`config.mk`:
```
export PLATFORM = sky130hd
export DESIGN_NAME = cfg_header_regs
export DESIGN_NICKNAME = d
export VERILOG_FILES = /design/src/cfg_header_regs.v
export VERILOG_INCLUDE_DIRS = /design/src /design/src/pkg
export SDC_FILE = /design/constraint.sdc
export NUM_CORES = 1
export LEC_CHECK = 0
export BUFFER_PORTS_ARGS = -buffer_cell sky130_fd_sc_hd__buf_2
export CAP_MARGIN = 10
export CORE_MARGIN = 4
export CORE_UTILIZATION = 63
export CTS_BUF_LIST = sky130_fd_sc_hd__clkbuf_4
export CTS_CLUSTER_DIAMETER = 60
export DETAILED_ROUTE_END_ITERATION = 10
export GPL_ROUTABILITY_DRIVEN = 0
export GPL_TIMING_DRIVEN = 0
export PLACE_DENSITY = 0.9
export SETUP_SLACK_MARGIN = 0.15
export SLEW_MARGIN = 10
export SYNTH_ARGS = -nofsm -noshare
export SYNTH_HDL_FRONTEND = slang
export SYNTH_SLANG_ARGS = --single-unit
export TNS_END_PERCENT = 20
```
`constraint.sdc`:
```
create_clock -name CLK_SYS -period 3.6 [get_ports CLK_SYS]
set_input_delay 0 -clock CLK_SYS [delete_from_list [all_inputs] [get_ports CLK_SYS]]
set_output_delay 0 -clock CLK_SYS [all_outputs]
set_load 0.02 [all_outputs]
```
`src/pkg/cfg_header_defs.vh`:
```
// Constants for the configuration header register bank.
// Assumes dword-indexed configuration accesses and a word-wide EEPROM fetch port.
// Summary of operation
// - Class code reads network, Ethernet, zero interface
// - Line size keeps only 8 or 16
// - Other line size writes read back zero
// - Bit 3 or 4 set only by exact value
// - Master hold timer bounds bus ownership cycles
// - Header layout reads zero, single function
// - Window bit 0: memory zero, I/O one
// - I/O window bit 1 reads zero
// - Only size-matching upper window bits writable
// - Control block memory window 4 Kbyte prefetchable
// - Control block I/O window 64 bytes
// - Flash window always requests 128 Kbyte
// - ROM window requests 1 MB when enabled
// - ROM disable flag makes ROM window zero
// - After reset fetch EEPROM words A, B, C
// - Present pattern 01b loads board IDs
// - Present with bit 13 overrides revision low bits
// - Retry all configuration accesses until load done
`ifndef CFG_HEADER_DEFS_VH
`define CFG_HEADER_DEFS_VH

// Dword indices of the configuration header
`define IDX_CLASS_REV 6'h02
`define IDX_MISC 6'h03
`define IDX_MEM_WIN 6'h04
`define IDX_IO_WIN 6'h05
`define IDX_FLASH_WIN 6'h06
`define IDX_BOARD_ID 6'h0B
`define IDX_ROM_WIN 6'h0C

// Class code fields
`define CLASS_BASE 8'h02
`define CLASS_SUB 8'h00
`define CLASS_PROG 8'h00
`define HEADER_LAYOUT_VAL 8'h00

// Accepted line sizes
`define LINE_SIZE_8 8'h08
`define LINE_SIZE_16 8'h10

// Lowest writable bit of each window
`define MEM_WIN_LSB 12
`define IO_WIN_LSB 6
`define FLASH_WIN_LSB 17
`define ROM_WIN_LSB 20
`define MEM_PREFETCH_BIT 3

// EEPROM words and control word fields
`define EE_WORD_CTRL 8'h0A
`define EE_WORD_PRODUCT 8'h0B
`define EE_WORD_MAKER 8'h0C
`define EE_PRESENT_PAT 2'h1
`define EE_PRESENT_HI 15
`define EE_PRESENT_LO 14
`define EE_REV_EN_BIT 13
`define EE_ROM_DIS_BIT 11
`define EE_REV_HI 10
`define EE_REV_LO 8

`endif

```
`src/cfg_header_regs.v`:
```
// Configuration header register bank with EEPROM-driven board identity load.
// Assumes single-cycle config strobes and EEPROM words delivered on this clock.
`timescale 1ns/1ns
`default_nettype none
`include "cfg_header_defs.vh"

module cfg_header_regs #(
  parameter [7:0] REV_DEFAULT = 8'h01, // Arbitrary value
  parameter [15:0] BOARD_ID_DEFAULT = 16'h0000
) (
  input wire CLK_SYS,
  input wire RST_B,
  input wire CE,
  input wire CFG_REQ,
  input wire CFG_WR,
  input wire [5:0] CFG_IDX,
  input wire [3:0] CFG_BE,
  input wire [31:0] CFG_WDATA,
  output reg CFG_ACK,
  output reg CFG_RETRY,
  output reg [31:0] CFG_RDATA,
  output wire EE_REQ,
  output wire [7:0] EE_ADDR,
  input wire EE_VALID,
  input wire [15:0] EE_DATA,
  output wire LOAD_DONE,
  output wire MWI_ENABLE,
  output wire [7:0] MASTER_HOLD_CYCLES,
  output wire [7:0] LINE_SIZE_DWORDS
);

  localparam [1:0] ST_FETCH_CTRL = 2'h0;
  localparam [1:0] ST_FETCH_PRODUCT = 2'h1;
  localparam [1:0] ST_FETCH_MAKER = 2'h2;
  localparam [1:0] ST_DONE = 2'h3;

  reg [1:0] state_reg;
  reg [1:0] state_next;
  reg [15:0] ctrl_word_reg;
  reg [15:0] board_product_id_reg;
  reg [15:0] board_maker_id_reg;
  reg [7:0] rev_reg;
  reg [7:0] line_size_reg;
  reg [7:0] master_hold_timer_reg;
  reg [31:`MEM_WIN_LSB] mem_base_reg;
  reg [31:`IO_WIN_LSB] io_base_reg;
  reg [31:`FLASH_WIN_LSB] flash_base_reg;
  reg [31:`ROM_WIN_LSB] rom_base_reg;
  reg [31:0] rd_value;
  reg [31:0] mem_merged;
  reg [31:0] io_merged;
  reg [31:0] flash_merged;
  reg [31:0] rom_merged;
  reg [7:0] ee_addr_reg;
  reg mwi_reg;

  wire ee_present;
  wire rom_disabled;
  wire cfg_wr_go;

  // Merge written bytes into an old value
  function [31:0] merge_bytes;
    input [31:0] old_value;
    input [31:0] new_value;
    input [3:0] be;
    integer i;
    begin
      merge_bytes = old_value;
      for (i = 0; i < 4; i = i + 1)
      begin
        if (be[i])
        begin
          merge_bytes[i*8 +: 8] = new_value[i*8 +: 8];
        end
      end
    end
  endfunction

  // Control word marks an attached EEPROM
  function ee_pattern_ok;
    input [15:0] word;
    begin
      ee_pattern_ok = (word[`EE_PRESENT_HI:`EE_PRESENT_LO] == `EE_PRESENT_PAT);
    end
  endfunction

  // Only the two supported line sizes are kept
  function line_size_ok;
    input [7:0] value;
    begin
      line_size_ok = (value == `LINE_SIZE_8) || (value == `LINE_SIZE_16);
    end
  endfunction

  // Word address fetched in a given load state
  function [7:0] word_for_state;
    input [1:0] st;
    begin
      case (st)
        ST_FETCH_CTRL:
        begin
          word_for_state = `EE_WORD_CTRL;
        end
        ST_FETCH_PRODUCT:
        begin
          word_for_state = `EE_WORD_PRODUCT;
        end
        default:
        begin
          word_for_state = `EE_WORD_MAKER;
        end
      endcase
    end
  endfunction

  assign ee_present = ee_pattern_ok(ctrl_word_reg);
  assign rom_disabled = ctrl_word_reg[`EE_ROM_DIS_BIT];
  assign LOAD_DONE = (state_reg == ST_DONE);
  assign EE_REQ = !LOAD_DONE;
  assign EE_ADDR = ee_addr_reg;
  assign MWI_ENABLE = mwi_reg;
  assign MASTER_HOLD_CYCLES = master_hold_timer_reg;
  assign LINE_SIZE_DWORDS = line_size_reg;
  assign cfg_wr_go = CFG_REQ && CFG_WR && LOAD_DONE;

  // EEPROM load sequencer: control word, then product, then maker
  always @*
  begin
    state_next = state_reg;
    case (state_reg)
      ST_FETCH_CTRL:
      begin
        if (EE_VALID)
        begin
          state_next = ST_FETCH_PRODUCT;
        end
      end
      ST_FETCH_PRODUCT:
      begin
        if (EE_VALID)
        begin
          state_next = ST_FETCH_MAKER;
        end
      end
      ST_FETCH_MAKER:
      begin
        if (EE_VALID)
        begin
          state_next = ST_DONE;
        end
      end
      default:
      begin
        state_next = ST_DONE;
      end
    endcase
  end

  // Read mux
  always @*
  begin
    rd_value = 32'h0000_0000;
    case (CFG_IDX)
      `IDX_CLASS_REV:
      begin
        rd_value = {`CLASS_BASE, `CLASS_SUB, `CLASS_PROG, rev_reg};
      end
      `IDX_MISC:
      begin
        rd_value = {8'h00, `HEADER_LAYOUT_VAL, master_hold_timer_reg, line_size_reg};
      end
      `IDX_MEM_WIN:
      begin
        rd_value = {mem_base_reg, {`MEM_WIN_LSB{1'b0}}};
        rd_value[`MEM_PREFETCH_BIT] = 1'b1;
      end
      `IDX_IO_WIN:
      begin
        rd_value = {io_base_reg, {(`IO_WIN_LSB-1){1'b0}}, 1'b1};
      end
      `IDX_FLASH_WIN:
      begin
        rd_value = {flash_base_reg, {`FLASH_WIN_LSB{1'b0}}};
      end
      `IDX_BOARD_ID:
      begin
        rd_value = {board_product_id_reg, board_maker_id_reg};
      end
      `IDX_ROM_WIN:
      begin
        if (!rom_disabled)
        begin
          rd_value = {rom_base_reg, {`ROM_WIN_LSB{1'b0}}};
        end
      end
      default:
      begin
        rd_value = 32'h0000_0000;
      end
    endcase
  end

  // Byte-merged write images of the windows
  always @*
  begin
    mem_merged = merge_bytes({mem_base_reg, {`MEM_WIN_LSB{1'b0}}}, CFG_WDATA, CFG_BE);
    io_merged = merge_bytes({io_base_reg, {`IO_WIN_LSB{1'b0}}}, CFG_WDATA, CFG_BE);
    flash_merged = merge_bytes({flash_base_reg, {`FLASH_WIN_LSB{1'b0}}}, CFG_WDATA, CFG_BE);
    rom_merged = merge_bytes({rom_base_reg, {`ROM_WIN_LSB{1'b0}}}, CFG_WDATA, CFG_BE);
  end

  // EEPROM load registers
  always @(posedge CLK_SYS)
  begin
    if (!RST_B)
    begin
      state_reg <= ST_FETCH_CTRL;
      ee_addr_reg <= `EE_WORD_CTRL;
      ctrl_word_reg <= 16'h0000;
      board_product_id_reg <= 16'h0000;
      board_maker_id_reg <= 16'h0000;
      rev_reg <= 8'h00;
    end
    else if (CE)
    begin
      state_reg <= state_next;
      ee_addr_reg <= word_for_state(state_next);
      if (state_reg == ST_FETCH_CTRL)
      begin
        // Defaults apply until the control word says otherwise
        rev_reg <= REV_DEFAULT;
        board_product_id_reg <= BOARD_ID_DEFAULT;
        board_maker_id_reg <= BOARD_ID_DEFAULT;
      end
      if (EE_VALID && (state_reg == ST_FETCH_CTRL))
      begin
        ctrl_word_reg <= EE_DATA;
        if (ee_pattern_ok(EE_DATA) && EE_DATA[`EE_REV_EN_BIT])
        begin
          rev_reg <= {REV_DEFAULT[7:3], EE_DATA[`EE_REV_HI:`EE_REV_LO]};
        end
      end
      if (EE_VALID && (state_reg == ST_FETCH_PRODUCT) && ee_present)
      begin
        board_product_id_reg <= EE_DATA;
      end
      if (EE_VALID && (state_reg == ST_FETCH_MAKER) && ee_present)
      begin
        board_maker_id_reg <= EE_DATA;
      end
    end
  end

  // Config access answer: complete, or Retry while loading
  always @(posedge CLK_SYS)
  begin
    if (!RST_B)
    begin
      CFG_ACK <= 1'b0;
      CFG_RETRY <= 1'b0;
      CFG_RDATA <= 32'h0000_0000;
    end
    else if (CE)
    begin
      CFG_ACK <= CFG_REQ && LOAD_DONE;
      CFG_RETRY <= CFG_REQ && !LOAD_DONE;
      // Read data holds until the next completed read
      if (CFG_REQ && !CFG_WR && LOAD_DONE)
      begin
        CFG_RDATA <= rd_value;
      end
    end
  end

  // Writable header fields
  always @(posedge CLK_SYS)
  begin
    if (!RST_B)
    begin
      line_size_reg <= 8'h00;
      mwi_reg <= 1'b0;
      master_hold_timer_reg <= 8'h00;
      mem_base_reg <= {(32-`MEM_WIN_LSB){1'b0}};
      io_base_reg <= {(32-`IO_WIN_LSB){1'b0}};
      flash_base_reg <= {(32-`FLASH_WIN_LSB){1'b0}};
      rom_base_reg <= {(32-`ROM_WIN_LSB){1'b0}};
    end
    else if (CE && cfg_wr_go)
    begin
      case (CFG_IDX)
        `IDX_MISC:
        begin
          if (CFG_BE[0])
          begin
            if (line_size_ok(CFG_WDATA[7:0]))
            begin
              line_size_reg <= CFG_WDATA[7:0];
              mwi_reg <= 1'b1;
            end
            else
            begin
              line_size_reg <= 8'h00;
              mwi_reg <= 1'b0;
            end
          end
          if (CFG_BE[1])
          begin
            master_hold_timer_reg <= CFG_WDATA[15:8];
          end
        end
        // Windows keep only their size-matching upper bits
        `IDX_MEM_WIN:
        begin
          mem_base_reg <= mem_merged[31:`MEM_WIN_LSB];
        end
        `IDX_IO_WIN:
        begin
          io_base_reg <= io_merged[31:`IO_WIN_LSB];
        end
        `IDX_FLASH_WIN:
        begin
          flash_base_reg <= flash_merged[31:`FLASH_WIN_LSB];
        end
        `IDX_ROM_WIN:
        begin
          // Disabled window ignores writes
          if (!rom_disabled)
          begin
            rom_base_reg <= rom_merged[31:`ROM_WIN_LSB];
          end
        end
        default:
        begin
          line_size_reg <= line_size_reg;
        end
      endcase
    end
  end

endmodule
`default_nettype wire

```
==> flow_summary.ini, run 1 <==
[synthesis]
synthSimpleGateAreaFrac_pct = 20.35
synth_top_family_by_area = simple AND/OR/NAND/NOR gates
yosys.area.top_type_share_pct = 46.31
ys_seq_area_share_pct = 46.31
synth.area.top_cells = dfxtp_1 (46%), mux2i_1 (9.2%), a21boi_0 (5.9%)
synth_fa_ha_area_share_pct = 0
synth-edff-count = 0
synth-compound-area-share_pct = 18.50
ys_warn_count = 0
synthArstFlopShare_pct = 0
ys_seq_elements = 172
synth.avg_cell_area_um2 = 9.078
syn_inst = 819
syn_area_um2 = 7435
synth_top_area_cell = dfxtp_1
muxShareOfSynthArea_pct = 10.52
synth_cell_type_count = 49
synthXorXnorAreaFrac_pct = 0.1178
synth_commonest_cells = dfxtp_1 (172), nand2_1 (116), o21ai_0 (75)
synth_most_common_cell = dfxtp_1
yosys_most_used_dff = dfxtp_1

[drt]
routed_wl_um = 23900
drc = 0
wl_per_cell_um = 20.22
via_count = 7349
antenna_left = 0
via_per_inst = 6.217
drtIter0Drc = 1092
first_pass_iters = 6

[sta]
fin_ws_ns = 0.6865
rsz0062_at_grt = false
fin_skew_ns = 0.02106
max_slew_margin_pct = 28.46
tns_ns = 0
period_needed_ns = 2.913
post-route-period-util_pct = 80.93
finalSetupViolations = 0
fmax_mhz = 343.2
drv_slew = 0
finalHoldViolations = 0
tightest_slew_ns = 1.065

[finish]
fin_area_um2 = 9128
post-route-util_pct = 79.60
multi_input_area_um2 = 3697
largest_reg_flops = 32
drive_gt1_share_pct = 18.11
register_area_um2 = 3443
fillers = 717
nets = 1089
syn2layout_area_growth_pct = 22.77

[die]
std_cell_rows = 39
ios = 125
core_um2 = 11470
die_h_um = 116.6
die_w_um = 116.6
dieArea_um2 = 13600
initial_core_util_pct = 64.83

[power_and_ir_drop]
power_density_nw_per_um2 = 354.1
p_leak_nw = 3.387
irDropWorstVdd_uv = 578.5

[cts]
cts.clk_slew.worst_paths_ns = 0.14
cts_made_buffers = 17
insertion_delay_ns = 0.60
cts_sinks = 172
clockBufferDepth = 2
cts_tree = built
htreeDepth = 4
cts_root_buffer = clkbuf_4
postCtsSetupBuffers = 0
cts_resized = 0

[setup_path]
path_max_fanout = 10
required_ns = 4.14
worstSetupPathType = reg -> reg
critPathLaunch = state_reg[1]$_SDFFE_PN0P_
reg2reg_setup_slack_ns = 0.69
crit_path_end = io_base_reg[6]$_SDFFE_PN0P_
startpoint_type = register
worstReg2RegEnd = io_base_reg[6]$_SDFFE_PN0P_
timing.rr.start = state_reg[1]$_SDFFE_PN0P_
worst_r2r_path_depth = 9
crit_arrival_ns = 3.46
critPathCaptureType = register

[place]
place_area_um2 = 8215
hpwl_um = 15490
io_buffers = 118
pre_cts_slack_ns = 1.199

[global_routing]
grt_max_degree = 17
antenna_found_initial = 1
grt.overflow.total = 0
grtUsageTotal_pct = 35.21
grt_pass1_wl_um = 36400
grt_pass1_vias = 6966

[worst_hold_path]
min_path_type = in -> reg

[status]
status = completed

[flow_run]
drv_cap = 0
## power by group
group          leakage [nW]  internal [mW]  switching (mW)
sequential             1.39           1.91         0.00434
combinational          1.86          0.123           0.160
clock                 0.136          0.359           0.675
total                  3.39           2.39           0.839
## cell type report
class	count	area share (%)
tap	143	1.960
antenna	1	0.02742
clock buffer	20	1.645
inverter	5	0.2056
multi-input combinational	581	40.51
timing repair buffer	184	13.71
sequential	172	37.72
clock inverter	12	1.083
buffer	64	3.139
## logic make-up (layout without fill, tap and decap cells)
kind of cell | after synthesis | count (layout)
XOR/XNOR | 1 | 1
buffers and inverters | 69 | 285
flip-flops | 172 | 172
other | 2 | 6
multiplexers | 77 | 77
AO/OA/AOI/OAI | 209 | 209
AND/OR/NAND/NOR | 289 | 289
## stage by stage
stage | instances | hold WS [ns] | total power [mW]
4_1_cts | 1181 | 0.01330 | 3.196
6_report | 1182 | 0.04512 | 3.232
3_3_place_gp | 1083 | 0.2636 | 2.173
5_1_grt | 1182 | 0.06878 | 3.316
2_1_floorplan | 822 | 0.1277 | 2.071
3_5_place_dp | 1083 | 0.2750 | 2.174
## timing repair
| item | 4_1_cts | 5_1_grt |
|---|---|---|
| endpoints found under the hold margin | 135 | 0 |
| setup endpoints to repair | 0 | 0 |
| hold buffers | 66 | 0 |
## critical path, cell delays in order (launching register included)
cell and delay [ns]:
dfxtp_1 0.32, buf_2 0.18, and4_1 0.19, clkbuf_1 0.40, nand3_1 0.23, nor2_1 0.18, nand2_1 0.09, dlygate4sd3_1 0.55
a21boi_0 0.16, dlygate4sd3_1 0.57
## layout by cell type, fill, tap and decap left out, types with 6 or more instances in the layout
master         netlist  final
dfxtp_1            172    172
buf_2               10    128
nand2_1            116    116
o21ai_0             75     75
mux2i_1             68     68
dlygate4sd3_1        0     66
nor2b_1             59     59
a21boi_0            58     58
clkbuf_1            45     45
nand3_1             40     40
nor2_1              24     24
clkbuf_4             0     20
a21oi_1             17     17
a21boi_1            16     16
a221oi_1            16     16
a22o_1              11     11
mux2_2               9      9
nand2b_1             6      6
and3_1               6      6
and2_1               6      6
a22oi_1              6      6
## worst min path at each step
stage	to	startpoint	depth (start not counted)	slack [ns]
2_1_floorplan	rev_reg[0]$_SDFFE_PN0P_	EE_DATA[8]	2	0.13
3_3_place_gp	mem_base_reg[16]$_SDFFE_PN0P_	CFG_WDATA[16]	3	0.26
3_5_place_dp	mem_base_reg[16]$_SDFFE_PN0P_	CFG_WDATA[16]	3	0.28
4_1_cts	CFG_RDATA[17]$_SDFFE_PN0P_	CFG_IDX[2]	4	0.01
5_1_grt	io_base_reg[19]$_SDFFE_PN0P_	CFG_BE[2]	5	0.07
6_report	CFG_RDATA[17]$_SDFFE_PN0P_	CFG_IDX[2]	4	0.05
## layer usage
| layer | GRT usage, % | wire, µm |
|---|---|---|
| met1 | 42.49 | 8678 |
| met4 | 19.19 | 1480 |
| met2 | 55.49 | 10870 |
| met5 | 0 | 0 |
| met3 | 11.87 | 2867 |
Power figures use the tool's default switching activity.
==> run 2: changes to the inputs <==
Settings changed: ABC_AREA set to 1, CORE_UTILIZATION 63 to 58, PLACE_DENSITY 0.9 to 0.84.
Clock period 3.6 ns to 2.7 ns, I/O delays scaled along.
==> run 2 against run 1 <==
The flow now finishes with violations (design-rule violations). Sequential cell count unchanged. Clock power increased by 50%. Clock-buffer cell count down 2. Fmax rose by 18%. Sequential power rose by 33%. Non-clock buffer count up 5. Total power rose by 38%. Area after synthesis down 0.54%. Die area is 7.5% higher. Setup slack got worse by 0.45 ns. Worst hold slack lost 0.011 ns. Routed wire length up 2.0%.
==> flow_summary.ini, run 2 <==
[status]
status = finished, violations left
violations = design-rule violations

[cts]
clockBufferDepth = 2
cts_made_buffers = 17
insertion_delay_ns = 0.58
cts_sinks = 172
postCtsSetupBuffers = 0
cts_root_buffer = clkbuf_4
cts_tree = built
cts.clk_slew.worst_paths_ns = 0.14
htreeDepth = 4

[synthesis]
synth.area.top_cells = dfxtp_1 (47%), nand2_1 (11%), a21oi_1 (8.5%)
synth_commonest_cells = nand2_1 (217), dfxtp_1 (172), nor2_1 (160)
synth_most_common_cell = nand2_1
synthArstFlopShare_pct = 0
synth_top_family_by_area = simple AND/OR/NAND/NOR gates
synthSimpleGateAreaFrac_pct = 29.70
synth-compound-area-share_pct = 15.99
yosys.area.top_type_share_pct = 46.57
ys_warn_count = 0
yosys_most_used_dff = dfxtp_1
muxShareOfSynthArea_pct = 0
synth.avg_cell_area_um2 = 7.097
synth_cell_type_count = 30
ys_seq_area_share_pct = 46.57
synth_fa_ha_area_share_pct = 0
syn_inst = 1042
synthXorXnorAreaFrac_pct = 0
synth-edff-count = 0
ys_seq_elements = 172
synth_top_area_cell = dfxtp_1
syn_area_um2 = 7395

[setup_path]
cp_cell_sequence = nand2_2, nor2_4, nand2_2, clkinv_4, nand2_2, nor3_1, dlygate4sd3_1, nor2_1, dlygate4sd3_1
cp.depth = 9
cpLargestDelayFamily = buffers and inverters
critPathMaxStageDelay_ns = 0.57
worst_r2r_path_depth = 9
timing.rr.start = state_reg[0]$_SDFFE_PN0P_
path_max_fanout = 6
critPathBufInv = 3
critPathCaptureType = register
worstSetupPathType = reg -> reg
cpMaxStageDelayCell = dlygate4sd3_1
critPathLaunch = state_reg[0]$_SDFFE_PN0P_
startpoint_type = register
worst_path_most_repeated_cell = nand2_2
required_ns = 3.18
crit_arrival_ns = 2.94

[power_and_ir_drop]
internal_power_mw = 3.318
p_sw_share_pct = 25.63
power_density_nw_per_um2 = 480.1
power.switching_mw = 1.144
p_clk_share_pct = 34.6
power.share.sequential_pct = 57.3
combPwrFrac_pct = 8.1
p_leak_nw = 3.894
irDropWorstVdd_uv = 654.2

[sta]
tns_ns = 0
hold_ws_ns = 0.03400
finalSetupViolations = 0
rsz0062_at_grt = true
finalHoldViolations = 0
tightest_slew_ns = 0.9850
period_needed_ns = 2.460
drv_slew = 0
fin_skew_ns = 0.02113
max_slew_margin_pct = 33.83
fmax_mhz = 406.6
post-route-period-util_pct = 91.10

[drt]
via_count = 8294
first_pass_iters = 9
wl_per_cell_um = 16.90
via_per_inst = 5.752
antenna_left = 0
drtIter0Drc = 1242
routed_wl_um = 24370
drc = 2

[worst_hold_path]
min_path_cells = 7
hold_start = CFG_IDX[0]
min_path_type = in -> reg

[die]
die_w_um = 120.9
core_um2 = 12260
ios = 125
std_cell_rows = 40
die_h_um = 120.9
initial_core_util_pct = 60.31
dieArea_um2 = 14620

[global_routing]
grt_max_degree = 17
antenna_found_initial = 1
grt_pass1_vias = 7692
grt.overflow.total = 0
grtUsageTotal_pct = 33.44
grt_pass1_wl_um = 38560

[finish]
drive_gt1_share_pct = 17.60
most-common-layout-cells = nand2_1 (217), dfxtp_1 (170), nor2_1 (160)
largest_reg_flops = 32
nets = 1325
syn2layout_area_growth_pct = 25.69
layout_commonest_cell = nand2_1

[place]
io_buffers = 118
hpwl_um = 16420

[flow_run]
drv_cap = 0
## run 2: cell types whose count changed after synthesis, sizes merged, moves of 66 or more
cell | previous run | this run
nand2 | 116 | 227
nor2 | 29 | 174
mux2i | 68 | 0
inv | 5 | 71
a21oi | 17 | 127
a21boi | 74 | 0
## run 2: area by class of cell
type | instances | area, µm²
clock inverter | 13 | 151.4
inverter | 73 | 282.8
timing repair buffer | 197 | 1381
buffer | 56 | 282.8
fill | 968 | 2968
tap | 168 | 210.2
sequential | 172 | 3446
antenna | 1 | 2.502
clock buffer | 18 | 135.1
multi-input combinational | 744 | 3402
## run 2: path summary, 6_finish.rpt
kind                                               endpoint  slack [ns]
worst min register to register      rev_reg[6]$_SDFFE_PN0P_        0.45
worst max-delay path            io_base_reg[7]$_SDFFE_PN0P_        0.24
worst min-delay path              CFG_RDATA[0]$_SDFFE_PN0P_        0.03
worst max register to register  io_base_reg[7]$_SDFFE_PN0P_        0.24
## run 2: layer usage
metal  vias to the layer above  track usage, %  part of all wire [%]
met3                       118           7.646                    10
li1                       3829               -                     -
met2                       555           52.45                    46
met1                      3792           43.51                    39
met5                         -               0                     0
met4                         0           16.29                   4.9
## run 2: power groups by stage
stage               Clock (mW)  Sequential [mW]  Combinational, mW
detailed placement           0             2.61              0.278
floorplan                    0             2.61              0.141
CTS                       1.52             2.55              0.342
finish                    1.55             2.56              0.362
global route              1.64             2.56              0.382
global placement             0             2.61              0.276
## run 2: worst register-to-register path, stage by stage (launching register included)
cell           delay (ns)
dfxtp_2              0.42
nand2_2              0.11
nor2_4               0.16
nand2_2              0.08
clkinv_4             0.12
nand2_2              0.12
nor3_1               0.17
dlygate4sd3_1        0.57
nor2_1               0.05
dlygate4sd3_1        0.55
## run 2: kinds of logic after synthesis
logic type,count (synthesis)
AND/OR/NAND/NOR,507
AO/OA/AOI/OAI,232
flip-flops,172
buffers and inverters,129
other,2
## run 2: repair_timing
action,CTS,global route
endpoints found under the hold margin,134,0
gates resized for setup,0,3
endpoints found under the setup margin,0,5
hold buffers,79,0
## run 2: stage by stage
stage	area, µm²	cells	power [mW]	worst slack, ns	utilization [%]
2_1_floorplan	7406	1045	2.754	1.157	-
3_3_place_gp	8207	1331	2.885	0.9294	66.93
3_5_place_dp	8207	1331	2.888	0.9138	66.93
4_1_cts	9284	1441	4.417	0.2073	75.71
5_1_grt	9294	1442	4.583	0.1185	75.80
6_report	9294	1442	4.462	0.2404	75.80
